**config.mk**
```make
export PLATFORM = sky130hd
export DESIGN_NAME = spi_enhanced_buffer_status
export DESIGN_NICKNAME = d
export VERILOG_FILES = /design/src/spi_enh_pkg.sv /design/src/spi_enhanced_buffer_status.sv /design/src/spi_word_fifo.sv
export VERILOG_INCLUDE_DIRS = /design/src
export SDC_FILE = /design/constraint.sdc
export NUM_CORES = 1
export LEC_CHECK = 0
export BUFFER_PORTS_ARGS = -buffer_cell sky130_fd_sc_hd__buf_2
export CELL_PAD_IN_SITES_DETAIL_PLACEMENT = 0
export CELL_PAD_IN_SITES_GLOBAL_PLACEMENT = 1
export CORE_AREA = 2 2 144 146
export CTS_BUF_LIST = sky130_fd_sc_hd__clkbuf_16
export CTS_CLUSTER_SIZE = 30
export DETAILED_ROUTE_END_ITERATION = 7
export DIE_AREA = 0 0 146 148
export PLACE_DENSITY_LB_ADDON = 0.1
export SYNTH_ARGS = -nofsm -noshare
export SYNTH_HDL_FRONTEND = slang
export SYNTH_HIERARCHICAL = 1
export SYNTH_SLANG_ARGS = --single-unit
```
**constraint.sdc**
```tcl
create_clock -name clk -period 5.92 [get_ports clk]
set_input_delay 0 -clock clk [delete_from_list [all_inputs] [get_ports clk]]
set_output_delay 0 -clock clk [all_outputs]
set_load 0.02 [all_outputs]
```
**src/spi_enh_cfg.svh**
```systemverilog
`ifndef SPI_ENH_CFG_SVH
`define SPI_ENH_CFG_SVH
// Register indices on the software port.
`define REG_STAT 3'h0
`define REG_DATA 3'h1
`define REG_CFG 3'h2
`define REG_ISTAT 3'h3
`define REG_ICLR 3'h4
`define REG_IEN 3'h5
// Field positions of the status and control register.
`define STAT_EN_BIT 15
`define STAT_HALT_BIT 13
`define STAT_CNT_MSB 10
`define STAT_CNT_LSB 8
`define STAT_SHE_BIT 7
`define STAT_OVF_BIT 6
`define STAT_RXE_BIT 5
`define STAT_SEL_MSB 4
`define STAT_SEL_LSB 2
`define STAT_TXF_BIT 1
`define STAT_RXF_BIT 0
// Field positions and reset values of the configuration register.
`define CFG_MASTER_BIT 0
`define CFG_ENH_BIT 1
`define CFG_DIV_MSB 15
`define CFG_DIV_LSB 8
`define CFG_DIV_RESET 8'h03
// Interrupt condition selector codes.
`define SEL_RX_READ_EMPTY 3'h0
`define SEL_RX_AVAIL 3'h1
`define SEL_RX_3Q 3'h2
`define SEL_RX_FULL 3'h3
`define SEL_TX_SPOT 3'h4
`define SEL_TX_DONE 3'h5
`define SEL_TX_LAST_IN 3'h6
`define SEL_TX_FULL 3'h7
// Interrupt status bit positions and width.
`define IRQ_BUF_BIT 0
`define IRQ_OVF_BIT 1
`define IRQ_BITS 2
// Element count saturation and the three-quarter threshold.
`define CNT_MAX 7
`define THREEQ_NUM 3
`define THREEQ_DEN 4
`endif

```
**src/spi_enh_pkg.sv**
```systemverilog
package spi_enh_pkg;
  // Shift engine state.
  typedef enum logic {ENG_IDLE, ENG_ACTIVE} eng_state_type;
  // Serial pins driven by the port.
  typedef struct packed {
    logic sck;
    logic sdo;
    logic ss_n;
  } pin_out_type;
  // Serial pins seen by the port.
  typedef struct packed {
    logic sck;
    logic sdi;
    logic ss_n;
  } pin_in_type;
endpackage

```
**src/spi_enhanced_buffer_status.sv**
```systemverilog
// The implementer's own choices: the register addresses and the address-and-strobe port.
`timescale 1ns/100ps
`include "spi_enh_cfg.svh"
module spi_enhanced_buffer_status #(
  parameter int DEPTH = 4,
  parameter int WIDTH = 8
) (
  input wire logic clk,
  input wire logic arst_n,
  input wire logic [2:0] addr,
  input wire logic [15:0] wdata,
  input wire logic wr,
  input wire logic rd,
  output logic [15:0] rdata,
  input wire logic chip_idle,
  input wire spi_enh_pkg::pin_in_type pins_in,
  output spi_enh_pkg::pin_out_type pins_out,
  output spi_enh_pkg::pin_out_type pins_oe,
  output logic irq
);
  localparam int CW = $clog2(DEPTH + 1);
  localparam int BW = $clog2(WIDTH);
  localparam logic [BW-1:0] LAST_BIT = BW'(WIDTH - 1);

  logic [1:0] rst_sync_r; // Reset release chain.
  logic rst_n; // Synchronised reset used by everything else.
  logic [2:0] meta_r, sync_r, hist_r; // Pin synchroniser and edge history.
  spi_enh_pkg::pin_in_type s_now, s_prev; // Clean pin levels now and one cycle ago.
  logic en_r, en_nxt, halt_r, halt_nxt; // Port enable and halt in idle.
  logic [2:0] sel_r, sel_nxt; // Interrupt condition select.
  logic master_r, master_nxt, enh_r, enh_nxt; // Master mode and enhanced buffering.
  logic [7:0] div_r, div_nxt; // Half period of the generated clock minus one.
  logic ovf_r, ovf_nxt; // Receive overflow flag.
  logic [`IRQ_BITS-1:0] ist_r, ist_nxt, ien_r, ien_nxt; // Interrupt status and enable.
  logic [15:0] rdata_r, rdata_nxt; // Read data, valid the cycle after a read.
  logic cond_q_r, cond; // Selected buffer condition and its previous value.
  spi_enh_pkg::eng_state_type state_r, state_nxt; // Shift engine state.
  logic [WIDTH-1:0] sh_r, sh_nxt; // Shift register.
  logic samp_r, samp_nxt; // Bit captured on the rising clock edge.
  logic [BW-1:0] bit_r, bit_nxt; // Bits shifted in this word.
  logic [7:0] divc_r, divc_nxt; // Master clock divider.
  logic sck_r, sck_nxt, ss_r, ss_nxt; // Master clock and select outputs.
  logic run, rise, fall; // Engine allowed to move and clock edges.
  logic tx_push, tx_pop, rx_push, rx_pop, rx_keep; // FIFO strobes.
  logic [WIDTH-1:0] tx_dout, rx_dout, rx_word; // FIFO data.
  logic [CW-1:0] tx_count, rx_count, limit; // FIFO fill and usable depth.
  logic tx_full, rx_full, rx_empty; // FIFO levels.
  logic [2:0] elem_count; // Reported element count.
  logic [15:0] stat_word; // Assembled status and control word.
  logic clr_ovf; // Software clears the overflow flag.

  // Reset is asserted at once and released two clock edges later.
  always_ff @(posedge clk or negedge arst_n)
  begin
    if (!arst_n)
      rst_sync_r <= 2'h0;
    else
      rst_sync_r <= {rst_sync_r[0], 1'b1};
  end
  assign rst_n = rst_sync_r[1];

  // Each pin lane passes two flip-flops; a third keeps history for edge finding.
  for (genvar i = 0; i < 3; i++)
  begin : g_sync
    always_ff @(posedge clk or negedge rst_n)
    begin
      if (!rst_n)
      begin
        meta_r[i] <= 1'b1;
        sync_r[i] <= 1'b1;
        hist_r[i] <= 1'b1;
      end
      else
      begin
        meta_r[i] <= pins_in[i];
        sync_r[i] <= meta_r[i];
        hist_r[i] <= sync_r[i];
      end
    end
  end
  assign s_now = sync_r;
  assign s_prev = hist_r;

  // In non-enhanced mode each direction behaves as a single buffer word.
  assign limit = enh_r ? CW'(DEPTH) : CW'(1);
  assign tx_full = tx_count >= limit;
  assign rx_full = rx_count >= limit;
  assign rx_empty = (rx_count == '0);

  // Transmit and receive stores; disabling the port flushes both.
  spi_word_fifo #(.WIDTH(WIDTH), .DEPTH(DEPTH)) u_tx (
    .clk(clk), .rst_n(rst_n), .clear(!en_r), .push(tx_push), .din(wdata[WIDTH-1:0]),
    .pop(tx_pop), .dout(tx_dout), .count(tx_count)
  );
  spi_word_fifo #(.WIDTH(WIDTH), .DEPTH(DEPTH)) u_rx (
    .clk(clk), .rst_n(rst_n), .clear(!en_r), .push(rx_keep), .din(rx_word),
    .pop(rx_pop), .dout(rx_dout), .count(rx_count)
  );

  assign run = en_r && !(halt_r && chip_idle);

  // Shift engine: master makes the clock by a divider, slave follows the pins.
  always_comb
  begin
    state_nxt = state_r;
    sh_nxt = sh_r;
    samp_nxt = samp_r;
    bit_nxt = bit_r;
    divc_nxt = divc_r;
    sck_nxt = sck_r;
    ss_nxt = ss_r;
    tx_pop = 1'b0;
    rx_push = 1'b0;
    rx_word = {sh_r[WIDTH-2:0], samp_r};
    rise = 1'b0;
    fall = 1'b0;
    if (!en_r)
    begin
      state_nxt = spi_enh_pkg::ENG_IDLE;
      sh_nxt = '0;
      bit_nxt = '0;
      sck_nxt = 1'b0;
      ss_nxt = 1'b1;
    end
    else if (run)
    begin
      case (state_r)
        spi_enh_pkg::ENG_IDLE:
        begin
          // A master starts only with data queued; a slave starts on select.
          if (master_r ? (tx_count != '0) : !s_now.ss_n)
          begin
            state_nxt = spi_enh_pkg::ENG_ACTIVE;
            sh_nxt = (tx_count != '0) ? tx_dout : '0;
            tx_pop = (tx_count != '0);
            bit_nxt = '0;
            divc_nxt = div_r;
            sck_nxt = 1'b0;
            ss_nxt = !master_r;
          end
        end
        spi_enh_pkg::ENG_ACTIVE:
        begin
          if (master_r)
          begin
            if (divc_r == 8'h00)
            begin
              divc_nxt = div_r;
              sck_nxt = !sck_r;
              rise = !sck_r;
              fall = sck_r;
            end
            else
              divc_nxt = divc_r - 8'h01;
          end
          else
          begin
            rise = s_now.sck && !s_prev.sck;
            fall = !s_now.sck && s_prev.sck;
          end
          if (!master_r && s_now.ss_n)
            state_nxt = spi_enh_pkg::ENG_IDLE; // Deselect aborts a partial word.
          else if (rise)
            samp_nxt = s_now.sdi;
          else if (fall)
          begin
            sh_nxt = {sh_r[WIDTH-2:0], samp_r};
            bit_nxt = bit_r + BW'(1);
            if (bit_r == LAST_BIT)
            begin
              rx_push = 1'b1;
              bit_nxt = '0;
              if (tx_count != '0)
              begin
                sh_nxt = tx_dout;
                tx_pop = 1'b1;
              end
              else if (master_r)
              begin
                state_nxt = spi_enh_pkg::ENG_IDLE;
                ss_nxt = 1'b1;
              end
              else
                sh_nxt = '0; // Slave with nothing queued shifts out zeros.
            end
          end
        end
        default:
          state_nxt = spi_enh_pkg::ENG_IDLE;
      endcase
    end
  end

  // Shift engine registers.
  always_ff @(posedge clk or negedge rst_n)
  begin
    if (!rst_n)
    begin
      state_r <= spi_enh_pkg::ENG_IDLE;
      sh_r <= '0;
      samp_r <= 1'b0;
      bit_r <= '0;
      divc_r <= 8'h00;
      sck_r <= 1'b0;
      ss_r <= 1'b1;
    end
    else
    begin
      state_r <= state_nxt;
      sh_r <= sh_nxt;
      samp_r <= samp_nxt;
      bit_r <= bit_nxt;
      divc_r <= divc_nxt;
      sck_r <= sck_nxt;
      ss_r <= ss_nxt;
    end
  end

  assign pins_out = {sck_r, sh_r[WIDTH-1], ss_r};
  assign pins_oe.sck = en_r && master_r;
  assign pins_oe.ss_n = en_r && master_r;
  assign pins_oe.sdo = en_r && (master_r || !s_now.ss_n);

  assign rx_keep = rx_push && !rx_full;

  always_comb
  begin
    elem_count = 3'h0;
    if (master_r)
      elem_count = (int'(tx_count) > `CNT_MAX) ? 3'h7 : 3'(tx_count);
    else
      elem_count = (int'(rx_count) > `CNT_MAX) ? 3'h7 : 3'(rx_count);
  end

  // unused bits zero, enhanced fields gated
  always_comb
  begin
    stat_word = 16'h0000;
    stat_word[`STAT_EN_BIT] = en_r;
    stat_word[`STAT_HALT_BIT] = halt_r;
    stat_word[`STAT_CNT_MSB:`STAT_CNT_LSB] = enh_r ? elem_count : 3'h0;
    stat_word[`STAT_SHE_BIT] = enh_r && (state_r == spi_enh_pkg::ENG_IDLE);
    stat_word[`STAT_OVF_BIT] = ovf_r;
    stat_word[`STAT_RXE_BIT] = enh_r && rx_empty;
    stat_word[`STAT_SEL_MSB:`STAT_SEL_LSB] = sel_r;
    stat_word[`STAT_TXF_BIT] = tx_full;
    stat_word[`STAT_RXF_BIT] = !rx_empty && rx_full;
  end

  // buffer condition for each selector code, transmit and receive
  always_comb
  begin
    case (sel_r)
      `SEL_TX_FULL: cond = tx_full;
      `SEL_TX_LAST_IN: cond = tx_pop && (tx_count == CW'(1));
      `SEL_TX_DONE: cond = (state_r == spi_enh_pkg::ENG_IDLE) && (tx_count == '0);
      `SEL_TX_SPOT: cond = tx_pop;
      `SEL_RX_FULL: cond = rx_full;
      `SEL_RX_3Q: cond = !rx_empty &&
        (int'(rx_count) * `THREEQ_DEN >= DEPTH * `THREEQ_NUM);
      `SEL_RX_AVAIL: cond = !rx_empty;
      `SEL_RX_READ_EMPTY: cond = rx_empty;
      default: cond = 1'b0;
    endcase
  end

  // Register port: writes take effect at once, reads answer one cycle later.
  always_comb
  begin
    en_nxt = en_r;
    halt_nxt = halt_r;
    sel_nxt = sel_r;
    master_nxt = master_r;
    enh_nxt = enh_r;
    div_nxt = div_r;
    ien_nxt = ien_r;
    rdata_nxt = rdata_r;
    tx_push = 1'b0;
    rx_pop = 1'b0;
    clr_ovf = 1'b0;
    ist_nxt = ist_r;
    if (wr)
    begin
      case (addr)
        `REG_STAT:
        begin
          en_nxt = wdata[`STAT_EN_BIT];
          halt_nxt = wdata[`STAT_HALT_BIT];
          sel_nxt = wdata[`STAT_SEL_MSB:`STAT_SEL_LSB];
          clr_ovf = !wdata[`STAT_OVF_BIT];
        end
        `REG_DATA: tx_push = en_r && !tx_full; // A write to a full buffer is lost.
        `REG_CFG:
        begin
          master_nxt = wdata[`CFG_MASTER_BIT];
          enh_nxt = wdata[`CFG_ENH_BIT];
          div_nxt = wdata[`CFG_DIV_MSB:`CFG_DIV_LSB];
        end
        `REG_ICLR: ist_nxt = ist_r & ~wdata[`IRQ_BITS-1:0];
        `REG_IEN: ien_nxt = wdata[`IRQ_BITS-1:0];
        default: ;
      endcase
    end
    if (rd)
    begin
      case (addr)
        `REG_STAT: rdata_nxt = stat_word;
        `REG_DATA:
        begin
          rdata_nxt = 16'(rx_dout);
          rx_pop = !rx_empty;
        end
        `REG_CFG: rdata_nxt = {div_r, 6'h00, enh_r, master_r};
        `REG_ISTAT: rdata_nxt = 16'(ist_r);
        `REG_IEN: rdata_nxt = 16'(ien_r);
        default: rdata_nxt = 16'h0000; // Unmapped and write-only addresses read zero.
      endcase
    end
    ovf_nxt = (rx_push && rx_full) || (ovf_r && !clr_ovf);
    // Events set their sticky bit even in the cycle software clears it.
    if (en_r && cond && !cond_q_r)
      ist_nxt[`IRQ_BUF_BIT] = 1'b1;
    if (rx_push && rx_full)
      ist_nxt[`IRQ_OVF_BIT] = 1'b1;
  end

  // Register file.
  always_ff @(posedge clk or negedge rst_n)
  begin
    if (!rst_n)
    begin
      en_r <= 1'b0;
      halt_r <= 1'b0;
      sel_r <= 3'h0;
      master_r <= 1'b0;
      enh_r <= 1'b0;
      div_r <= `CFG_DIV_RESET;
      ovf_r <= 1'b0;
      ist_r <= '0;
      ien_r <= '0;
      rdata_r <= 16'h0000;
      cond_q_r <= 1'b1; // Starts high so reset does not look like an event.
    end
    else
    begin
      en_r <= en_nxt;
      halt_r <= halt_nxt;
      sel_r <= sel_nxt;
      master_r <= master_nxt;
      enh_r <= enh_nxt;
      div_r <= div_nxt;
      ovf_r <= ovf_nxt;
      ist_r <= ist_nxt;
      ien_r <= ien_nxt;
      rdata_r <= rdata_nxt;
      cond_q_r <= cond;
    end
  end

  assign rdata = rdata_r;
  assign irq = |(ist_r & ien_r);
endmodule

```
**src/spi_word_fifo.sv**
```systemverilog
`timescale 1ns/100ps
module spi_word_fifo #(
  parameter int WIDTH = 8,
  parameter int DEPTH = 4,
  parameter int CW = $clog2(DEPTH + 1)
) (
  input wire logic clk,
  input wire logic rst_n,
  input wire logic clear,
  input wire logic push,
  input wire logic [WIDTH-1:0] din,
  input wire logic pop,
  output logic [WIDTH-1:0] dout,
  output logic [CW-1:0] count
);
  localparam int AW = (DEPTH > 1) ? $clog2(DEPTH) : 1;
  localparam logic [AW-1:0] LAST = AW'(DEPTH - 1);
  logic [WIDTH-1:0] mem [DEPTH];
  logic [AW-1:0] wr_r, wr_nxt, rd_r, rd_nxt;
  logic [CW-1:0] cnt_r, cnt_nxt;
  logic do_push, do_pop;

  // Pushes into a full store and pops from an empty one are dropped here as well.
  always_comb
  begin
    do_push = push && (cnt_r < CW'(DEPTH));
    do_pop = pop && (cnt_r != '0);
    wr_nxt = wr_r;
    rd_nxt = rd_r;
    cnt_nxt = cnt_r;
    if (clear)
    begin
      wr_nxt = '0;
      rd_nxt = '0;
      cnt_nxt = '0;
    end
    else
    begin
      if (do_push)
        wr_nxt = (wr_r == LAST) ? '0 : wr_r + AW'(1);
      if (do_pop)
        rd_nxt = (rd_r == LAST) ? '0 : rd_r + AW'(1);
      cnt_nxt = cnt_r + CW'(do_push) - CW'(do_pop);
    end
  end

  // Pointer and count registers.
  always_ff @(posedge clk or negedge rst_n)
  begin
    if (!rst_n)
    begin
      wr_r <= '0;
      rd_r <= '0;
      cnt_r <= '0;
    end
    else
    begin
      wr_r <= wr_nxt;
      rd_r <= rd_nxt;
      cnt_r <= cnt_nxt;
    end
  end

  // The storage holds data only, so it needs no reset.
  always_ff @(posedge clk)
  begin
    if (do_push && !clear)
      mem[wr_r] <= din;
  end

  assign dout = mem[rd_r];
  assign count = cnt_r;
endmodule

```
==> results.tsv, run 1 <==
stage	metric	value	unit
run_status	run status	complete, no violations	
clock_network	CTS Buffer Depth	2	
pwr	Leak	3.29	nW
timing	RSZ-0062 raised after global routing	false	
worst_setup_path	R2R Path End	u_tx/count[2]$_DFF_PN0_	
routing	drt first pass iters	4	
cells_and_area	area of the multi-input gates	2630	um^2
timing	worst-margin pin slew	0.894	ns
placement	GPL Wtd Cong	0.792	
worst_setup_path	Worst EP arrival	3.69	ns
cells_and_area	Reg area	4020	um^2
run	Maximum Capacitance Violations	0	
floorplan	I/O pin count	50	
timing	Final Skew	0.0108	ns
synth	Syn Inst Count	545	
timing	Final Cycle Share	57.3	%
grt	GR Util All Layers	16.1	%
routing	Vias/cell	5.00	
cells_and_area	fillers	1957	
grt	pin count of the biggest net entering global routing	56	
floorplan	area of the core	20000	um^2
grt	number of global-route vias before repair	4556	
cells_and_area	final core occ	41.2	%
synth	Synth warnings	6	
timing	relative slew slack	40.4	%
worst_setup_path	CP Max Fanout	8	
placement	post-DP HPWL	11500	um
worst_hold_path	Worst Hold Class	in -> reg	
cells_and_area	Layout area overhead	19.1	%
timing	f_max	295	MHz
timing	setup violators final	0	
routing	DR DRC count	0	
synth	Mapped Nets	596	
synth	top_reg_cell synth	dfrtp_1	
timing	worst setup margin	2.53	ns
floorplan	Initial Util	34.6	%
synth	Post-synth EDFFs	64	
routing	initial DRC count	313	
routing	WL final	16500	um
floorplan	Die X	146	um
worst_hold_path	hold depth	3	
floorplan	# rows	52	
placement	Place WS	2.55	ns
synth	Seq/Total Area, Yosys	57.9	%
clock_network	clock root buffer	clkbuf_16	
grt	first-pass GRT wire length	26400	um
clock_network	CTS tree	built	
worst_setup_path	Required @ worst endpoint	6.21	ns
worst_setup_path	WS Path Type	reg -> reg	
routing	WL per Instance	18.4	um
routing	post-route ant nets	0	
clock_network	CTS H-tree depth	4	
clock_network	Reg clk slew, reported paths	0.07	ns
cells_and_area	fin nets	661	
worst_setup_path	R2R cell count	13	
synth	Netlist cell types	70	
worst_setup_path	worst r2r src	u_tx/count[0]$_DFF_PN0_	
worst_hold_path	Worst Hold Endpoint	state_r$_DFFE_PN0N_	
pwr	VDD IR max	0.224	mV
synth	Async SR Flop Fraction	56.5	%
timing	fin crit period	3.39	ns
grt	initial antenna violation count	1	
worst_setup_path	critical path endpoint category	flip-flop	
clock_network	PostCTS Resize Cnt	0	
clock_network	Clock Sink Count	147	
timing	Final Hold Fails	0	
synth	synthesized flop and latch total	147	
timing	Max Slew Vio Count	0	
worst_setup_path	Setup crit start kind	flip-flop	
grt	grt total ovfl	0	
cells_and_area	proportion of layout cells with a drive suffix above 1	24.1	%
synth	Avg Inst Size Synth	12.7	um^2
pwr	PwrDens	353	nW/um^2
clock_network	CTS Buf Count	17	
synth	cell area after synthesis	6930	um^2
placement	PortBufs	49	
timing	TNS Setup	0	ns
clock_network	clk_lat worst skew	0.42	ns
routing	Via Count	4472	
floorplan	die area	21600	um^2
floorplan	Die H	148	um
worst_hold_path	Hold Startpoint	chip_idle	
worst_setup_path	internal reg-to-reg setup slack	2.53	ns
[registers in the layout (all words and copies together) (netlist names), 3 cells and up]
signal      count
s_now           3
u_rx/count      3
div_r           8
meta_r          3
sel_r           3
u_tx/count      3
u_rx/mem       32
divc_r          8
sh_r            8
u_tx/mem       32
rdata          16
bit_r           3
[repair_timing]
item                       CTS  global route
hold endpoints to repair    57             0
buffers inserted             0             0
setup endpoints to repair    0             0
hold buffers                22             0
[how the worst max path moves through the flow]
stage / slack, ns / startpoint / to
after floorplan: 2.89 / u_rx/count[0]$_DFF_PN0_ / u_rx/count[2]$_DFF_PN0_
after global placement: 2.67 / u_tx/count[0]$_DFF_PN0_ / u_tx/count[2]$_DFF_PN0_
after detailed placement: 2.55 / u_tx/count[0]$_DFF_PN0_ / u_tx/count[2]$_DFF_PN0_
after CTS: 2.53 / u_tx/count[0]$_DFF_PN0_ / u_tx/count[2]$_DFF_PN0_
after global routing: 2.35 / u_rx/count[0]$_DFF_PN0_ / u_rx/count[2]$_DFF_PN0_
final: 2.53 / u_tx/count[0]$_DFF_PN0_ / u_tx/count[2]$_DFF_PN0_
[synthesized netlist by cell type (all sizes together), types with 3 or more instances]
| library cell | count | area, um^2 |
|---|---|---|
| a211oi | 9 | 77.6 |
| a21oi | 19 | 98.9 |
| a22o | 4 | 35.0 |
| a22oi | 10 | 75.1 |
| and2 | 12 | 75.1 |
| buf | 15 | 104 |
| clkbuf | 13 | 48.8 |
| dfrtp | 72 | 1800 |
| dfstp | 11 | 289 |
| edfxtp | 64 | 1920 |
| ha | 22 | 275 |
| inv | 36 | 135 |
| mux2 | 19 | 214 |
| mux2i | 16 | 160 |
| mux4 | 16 | 360 |
| nand2 | 35 | 131 |
| nand2b | 7 | 46.3 |
| nand3 | 14 | 70.1 |
| nand4 | 4 | 31.3 |
| nor2 | 39 | 151 |
| nor2b | 4 | 25.0 |
| nor3 | 13 | 70.1 |
| nor3b | 4 | 30.0 |
| nor4 | 3 | 18.8 |
| o21ai | 26 | 134 |
| o22ai | 10 | 62.6 |
| o31ai | 4 | 57.6 |
| or3 | 5 | 31.3 |
| or4b | 3 | 33.8 |
[report_power, final]
| part | internal, mW | switching, mW | total, mW | leakage (nW) |
|---|---|---|---|---|
| registers | 1.18 | 0.146 | 1.32 | 1.64 |
| clock network | 0.719 | 0.457 | 1.18 | 0.309 |
| logic | 0.171 | 0.242 | 0.413 | 1.34 |
[per-layer routing]
| metal | up-vias | global-route usage [%] | routed length, um |
|---|---|---|---|
| met1 | 2245 | 22.8 | 8140 |
| li1 | 2134 | - | - |
| met3 | 12 | 3.98 | 710 |
| met5 | - | 0 | 0 |
| met2 | 81 | 24.9 | 7450 |
| met4 | 0 | 4.22 | 156 |
[kinds of logic (layout without fill, tap and decap cells)]
logic type	count (synthesis)	after routing	synth area share, %
and+or+nand+nor	153	153	11.8
other	1	2	0.0541
xor gates and xnor gates	4	4	0.506
AOI/OAI and AO/OA	101	101	10.5
muxes	51	51	10.6
adders and majority gates	24	24	4.55
buffers and inverters	64	142	4.15
DFF	147	147	57.9
[final cells by class]
cell class,instances,area share (%)
tap,270,4.09
antenna,1,0.0303
sequential,147,48.7
clock buffer,17,5.15
timing repair buffer,74,5.91
clock inverter,15,2.65
multi-input combinational,334,31.9
inverter,36,1.64
[cells in the final DEF, fill, tap and decap left out, types with 3 or more instances in the layout]
cell type	count
buf_2	49
a21oi_1	18
clkbuf_16	17
nor2_1	37
nor3b_1	4
mux4_2	16
and2_1	12
nand4_1	3
or3_1	5
o22ai_1	10
mux2_2	19
a211oi_1	7
nand3_1	14
edfxtp_1	64
a22o_1	4
clkinv_4	3
a22oi_1	10
nor3_1	12
dfstp_2	11
buf_4	3
bufinv_16	4
dlygate4sd3_1	22
inv_1	36
nor2b_1	4
o21ai_0	24
nor4_1	3
nand2b_1	6
dfrtp_1	71
nand2_1	35
mux2i_1	16
ha_1	22
inv_6	4
[critical path, cell delays in order (launching register included)]
cell      delay, ns
dfrtp_1        0.53
inv_1          0.08
ha_1           0.27
or3b_2         0.46
a21oi_1        0.30
and4_1         0.29
nand2b_1       0.17
ha_1           0.33
inv_1          0.06
ha_1           0.14
inv_1          0.05
fa_1           0.40
xnor2_1        0.16
nor2_1         0.05
[metrics by stage]
step | cells | instance area, um^2 | total power [mW] | hold WS (ns)
after global placement | 839 | 7390 | 1.74 | -0.215
final | 894 | 8250 | 2.91 | 0.0357
after detailed placement | 839 | 7390 | 1.75 | -0.212
after global routing | 894 | 8250 | 3.05 | 0.0431
after CTS | 893 | 8250 | 2.95 | 0.0210
after floorplan | 545 | 6930 | 1.60 | -0.296
(Power assumes the default switching activity.)
==> inputs of run 2 (changes only) <==
==> constraint.sdc (replaced) <==
create_clock -name clk -period 2.8 [get_ports clk]
set_input_delay 0 -clock clk [delete_from_list [all_inputs] [get_ports clk]]
set_output_delay 0 -clock clk [all_outputs]
set_load 0.02 [all_outputs]
==> results.tsv, run 2 (synthesis results as in run 1) <==
stage	metric	value	unit
timing	fin crit period	2.82	ns
worst_setup_path	internal reg-to-reg setup slack	-0.02	ns
placement	post-DP HPWL	12200	um
floorplan	Die X	146	um
routing	initial DRC count	245	
timing	Max Slew Vio Count	0	
placement	GPL Wtd Cong	0.792	
worst_setup_path	Buf+Inv Stages, Crit Path	5	
run_status	failing checks	setup timing	
clock_network	CTS Buffer Depth	2	
pwr	VDD IR max	0.429	mV
timing	Final Skew	0.00831	ns
cells_and_area	# diodes	0	
timing	RSZ-0062 raised after global routing	true	
pwr	Internal	4.18	mW
cells_and_area	most frequent cells in the layout	70 x dfrtp_1, 64 x edfxtp_1, 49 x buf_2	
timing	worst setup margin	-0.0214	ns
routing	Via Count	4677	
grt	first-pass GRT wire length	27500	um
clock_network	clk_lat worst skew	0.43	ns
worst_setup_path	Worst path slowest cell	fa_2	
clock_network	CTS H-tree depth	4	
routing	WL per Instance	18.4	um
timing	worst-margin pin slew	0.777	ns
clock_network	CTS tree	built	
floorplan	I/O pin count	50	
worst_setup_path	Worst EP arrival	3.13	ns
routing	DR DRC count	0	
pwr	PwrDens	709	nW/um^2
floorplan	# rows	52	
pwr	Seq pwr share	45.1	%
floorplan	Initial Util	34.6	%
grt	pin count of the biggest net entering global routing	46	
routing	Vias/cell	4.98	
worst_hold_path	Worst Hold Class	in -> reg	
cells_and_area	Layout area overhead	24.5	%
timing	f_max	354	MHz
clock_network	clock root buffer	clkbuf_16	
worst_setup_path	CP Max Fanout	2	
timing	Final Cycle Share	101	%
cells_and_area	final core occ	43.1	%
cells_and_area	fillers	1926	
routing	drt first pass iters	4	
grt	grt total ovfl	0	
clock_network	CTS Buf Count	17	
worst_setup_path	kind of cell adding the most delay to the critical path	adder cells	
grt	number of global-route vias before repair	4910	
worst_setup_path	worst path cell trace	inv_2 > ha_4 > nor4b_4 > a41oi_2 > o21ai_2 > nor3b_2 > buf_4 > o31ai_4 > inv_1 > ha_1 > inv_1 > ha_2 > inv_2 > fa_2 > nor2_2	
pwr	Combinational Power Share	18.1	%
worst_setup_path	critical path endpoint category	flip-flop	
pwr	clock share of power	36.8	%
floorplan	Die H	148	um
floorplan	area of the core	20000	um^2
pwr	Leak	3.49	nW
timing	setup violators final	2	
worst_setup_path	WS Path Type	reg -> reg	
timing	Final Hold Fails	0	
worst_setup_path	Crit path largest cell delay	0.53	ns
grt	initial antenna violation count	0	
grt	GR Util All Layers	16.7	%
cells_and_area	proportion of layout cells with a drive suffix above 1	32.0	%
floorplan	die area	21600	um^2
run	Maximum Capacitance Violations	0	
run_status	run status	finished with violations	
timing	hold_ws	0.0397	ns
pwr	P_sw	1.94	mW
cells_and_area	commonest non-fill, non-tap cell in the layout	dfrtp_1	
cells_and_area	fin nets	707	
pwr	Total Power	6.12	mW
clock_network	Reg clk slew, reported paths	0.07	ns
timing	relative slew slack	47.7	%
routing	WL final	17300	um
routing	post-route ant nets	0	
clock_network	Clock Sink Count	147	
worst_setup_path	Setup crit start kind	flip-flop	
placement	PortBufs	49	
pwr	switching share of total power	31.7	%
worst_setup_path	Required @ worst endpoint	3.11	ns
run 2: cell count changes in the layout (fill, tap and decap cells not counted), sizes merged:
cell | previous run | this run
clkinvlp | 2 | 3
bufinv | 4 | 0
clkinv | 3 | 4
buf | 52 | 98
inv | 42 | 44
diode | 1 | 0
run 2: per-stage QoR:
stage	std cells	cell area, um^2	setup WS (ns)	TNS, ns
final	939	8630	-0.0214	-0.0397
after global routing	939	8630	-0.180	-0.605
after CTS	932	8540	0.0000222	0
after detailed placement	878	7720	-0.00984	-0.00984
after global placement	878	7720	0.0539	0
after floorplan	545	6960	0.0246	0
run 2: timing repair:
item,4_1_cts,5_1_grt
hold endpoints to repair,56,0
resized for setup,2,11
hold buffers,22,0
pin swaps,0,6
endpoints found under the setup margin,2,4
setup buffers,0,7
run 2: area by class of cell:
cell class	instances	area, um^2	area share [%]
clock inverter	15	163	1.88
timing repair buffer	120	846	9.80
clock buffer	17	425	4.93
sequential	147	4020	46.6
tap	270	338	3.91
multi-input combinational	334	2710	31.3
inverter	36	135	1.57
run 2: per-layer routing:
| metal | wire, um | global-route usage (%) | vias up |
|---|---|---|---|
| met2 | 7870 | 25.8 | 80 |
| met5 | 0 | 0 | - |
| met4 | 212 | 4.66 | 0 |
| met3 | 564 | 3.12 | 18 |
| met1 | 8620 | 24.3 | 2349 |
| li1 | - | - | 2230 |
run 2: power groups by stage:
stage / sequential (mW) / combinational [mW] / clock (mW)
after global placement: 2.78 / 1.01 / 0
after floorplan: 2.71 / 0.687 / 0
after detailed placement: 2.79 / 1.02 / 0
after CTS: 2.75 / 1.05 / 2.31
after global routing: 2.79 / 1.23 / 2.40
final: 2.76 / 1.11 / 2.25
run 2: final timing paths:
kind,from,end,cells past startpoint
max,divc_r[0]$_DFFE_PN0P_,u_tx/count[1]$_DFF_PN0_,15
min,wr,ien_r[0]$_DFFE_PN0P_,3
max reg2reg,divc_r[0]$_DFFE_PN0P_,u_tx/count[1]$_DFF_PN0_,15
min reg2reg,rst_sync_r[0]$_DFF_PN0_,rst_sync_r[1]$_DFF_PN0_,0
max in group asynchronous,rst_sync_r[1]$_DFF_PN0_,s_now[1]$_DFF_PN1_,1
min in group asynchronous,rst_sync_r[1]$_DFF_PN0_,div_r[5]$_DFFE_PN0P_,0
run 2: tightest hold or removal path, cell delays in order:
cell     delay, ns
buf_2         0.15
nand3_1       0.12
mux2_2        0.16
==> inputs of run 3 (changes only) <==
--- a/config.mk
+++ b/config.mk
@@ -15,6 +15,7 @@
 export DETAILED_ROUTE_END_ITERATION = 7
 export DIE_AREA = 0 0 146 148
 export PLACE_DENSITY_LB_ADDON = 0.1
+export REMOVE_ABC_BUFFERS = 1
 export SYNTH_ARGS = -nofsm -noshare
 export SYNTH_HDL_FRONTEND = slang
 export SYNTH_HIERARCHICAL = 1
==> results.tsv, run 3 (synthesis results as in run 1) <==
stage	metric	value	unit
run_status	run status	complete, no violations	
timing	Final Hold Fails	0	
timing	hold_ws	0.0340	ns
placement	Placement Cell Area	7790	um^2
worst_setup_path	R2R cell count	16	
timing	Final Skew	0.00698	ns
clock_network	CTS H-tree depth	4	
worst_setup_path	CP Max Fanout	2	
timing	setup violators final	0	
timing	worst-margin pin slew	1.11	ns
pwr	PwrDens	720	nW/um^2
worst_hold_path	hold depth	3	
grt	grt total ovfl	0	
timing	fin crit period	2.76	ns
cells_and_area	fin nets	718	
cells_and_area	Layout area overhead	26.3	%
worst_setup_path	WS Path Type	reg -> reg	
worst_setup_path	Required @ worst endpoint	3.10	ns
cells_and_area	final core occ	43.7	%
clock_network	CTS tree	built	
floorplan	Die H	148	um
routing	drt first pass iters	4	
pwr	Total Power	6.30	mW
routing	initial DRC count	197	
clock_network	CTS Buffer Depth	2	
routing	DR DRC count	0	
routing	post-route ant nets	0	
worst_setup_path	Crit path largest cell delay	0.38	ns
grt	GR Util All Layers	16.3	%
grt	pin count of the biggest net entering global routing	82	
floorplan	Initial Util	34.6	%
timing	f_max	362	MHz
timing	worst setup margin	0.0356	ns
worst_setup_path	critical path endpoint category	flip-flop	
floorplan	I/O pin count	50	
floorplan	Die X	146	um
placement	Place WS	-0.213	ns
pwr	Leak	3.57	nW
timing	RSZ-0062 raised after global routing	true	
timing	TNS Setup	0	ns
cells_and_area	# diodes	0	
worst_setup_path	Setup crit start kind	flip-flop	
run	Maximum Capacitance Violations	0	
grt	first-pass GRT wire length	26900	um
routing	WL per Instance	17.6	um
worst_setup_path	Worst EP arrival	3.06	ns
worst_setup_path	Worst path slowest cell	dfrtp_1	
placement	PortBufs	49	
clock_network	clk_lat worst skew	0.42	ns
cells_and_area	Post-Layout Cell Count	950	
cells_and_area	most frequent cells in the layout	71 x dfrtp_1, 64 x edfxtp_1, 57 x buf_4	
clock_network	clock root buffer	clkbuf_16	
routing	WL final	16700	um
worst_setup_path	worst path cell trace	inv_2 > ha_4 > nor4b_4 > a41oi_2 > o21ai_2 > nor3b_2 > buf_4 > o31ai_4 > inv_1 > ha_1 > inv_1 > ha_2 > inv_2 > fa_2 > xnor2_1 > nor2_1	
placement	GPL Wtd Cong	0.805	
floorplan	die area	21600	um^2
placement	post-DP HPWL	11900	um
routing	Vias/cell	4.90	
grt	initial antenna violation count	0	
floorplan	# rows	52	
cells_and_area	commonest non-fill, non-tap cell in the layout	dfrtp_1	
cells_and_area	proportion of layout cells with a drive suffix above 1	32.4	%
placement	Cells after DPL	888	
grt	number of global-route vias before repair	4846	
clock_network	CTS Buf Count	17	
cells_and_area	Design Area, Final	8750	um^2
routing	Via Count	4655	
pwr	VDD IR max	0.375	mV
timing	Final Cycle Share	98.7	%
timing	Max Slew Vio Count	0	
timing	relative slew slack	25.9	%
clock_network	Reg clk slew, reported paths	0.06	ns
worst_hold_path	Worst Hold Class	in -> reg	
clock_network	Clock Sink Count	147	
floorplan	area of the core	20000	um^2
-- run 3: what timing repair did --
item | in CTS | in global routing
pin swaps | 8 | 4
hold buffers | 22 | 0
hold endpoints to repair | 57 | 0
gates cloned | 0 | 0
gates resized for setup | 12 | 5
buffers inserted | 6 | 2
setup endpoints to repair | 4 | 4
-- run 3: area by class of cell --
class	instances	area [um^2]
fillers	1924	11300
flip-flops and latches	147	4020
multi-input cells	334	2680
repair buffers	131	953
clock buffers	17	425
well taps	270	338
clock inverters	15	200
inverters	36	135
-- run 3: worst paths after layout --
| check | startpoint | end | slack [ns] |
|---|---|---|---|
| max | divc_r[0]$_DFFE_PN0P_ | u_tx/count[2]$_DFF_PN0_ | 0.04 |
| min | wr | ien_r[1]$_DFFE_PN0P_ | 0.03 |
| max reg2reg | divc_r[0]$_DFFE_PN0P_ | u_tx/count[2]$_DFF_PN0_ | 0.04 |
| min reg2reg | rst_sync_r[0]$_DFF_PN0_ | rst_sync_r[1]$_DFF_PN0_ | 0.35 |
| max in group asynchronous | rst_sync_r[1]$_DFF_PN0_ | u_rx/rd_r[1]$_DFFE_PN0P_ | 1.55 |
| min in group asynchronous | arst_n | rst_sync_r[1]$_DFF_PN0_ | 0.44 |
-- run 3: metal layers --
layer / global-route usage [%] / wire, um / vias up / part of all wire (%)
li1: - / - / 2256 / -
met1: 23.1 / 8420 / 2325 / 50
met2: 25.3 / 7640 / 62 / 46
met3: 3.58 / 482 / 12 / 2.9
met4: 5.10 / 194 / 0 / 1.2
met5: 0 / 0 / - / 0
-- run 3: worst max-delay path: cells and delay by family, from the launching register on --
family | cells | cell delay, ns
fa+ha+maj | 4 | 0.85
simple gates | 3 | 0.46
compound gates | 3 | 0.40
buf+inv | 5 | 0.39
xor+xnor | 1 | 0.16
flops | 1 | 0.38
-- run 3: report_power, final --
group	leakage, nW	switching, mW	internal (mW)
registers	1.64	0.254	2.49
logic	1.63	0.614	0.532
clock network	0.304	0.974	1.43
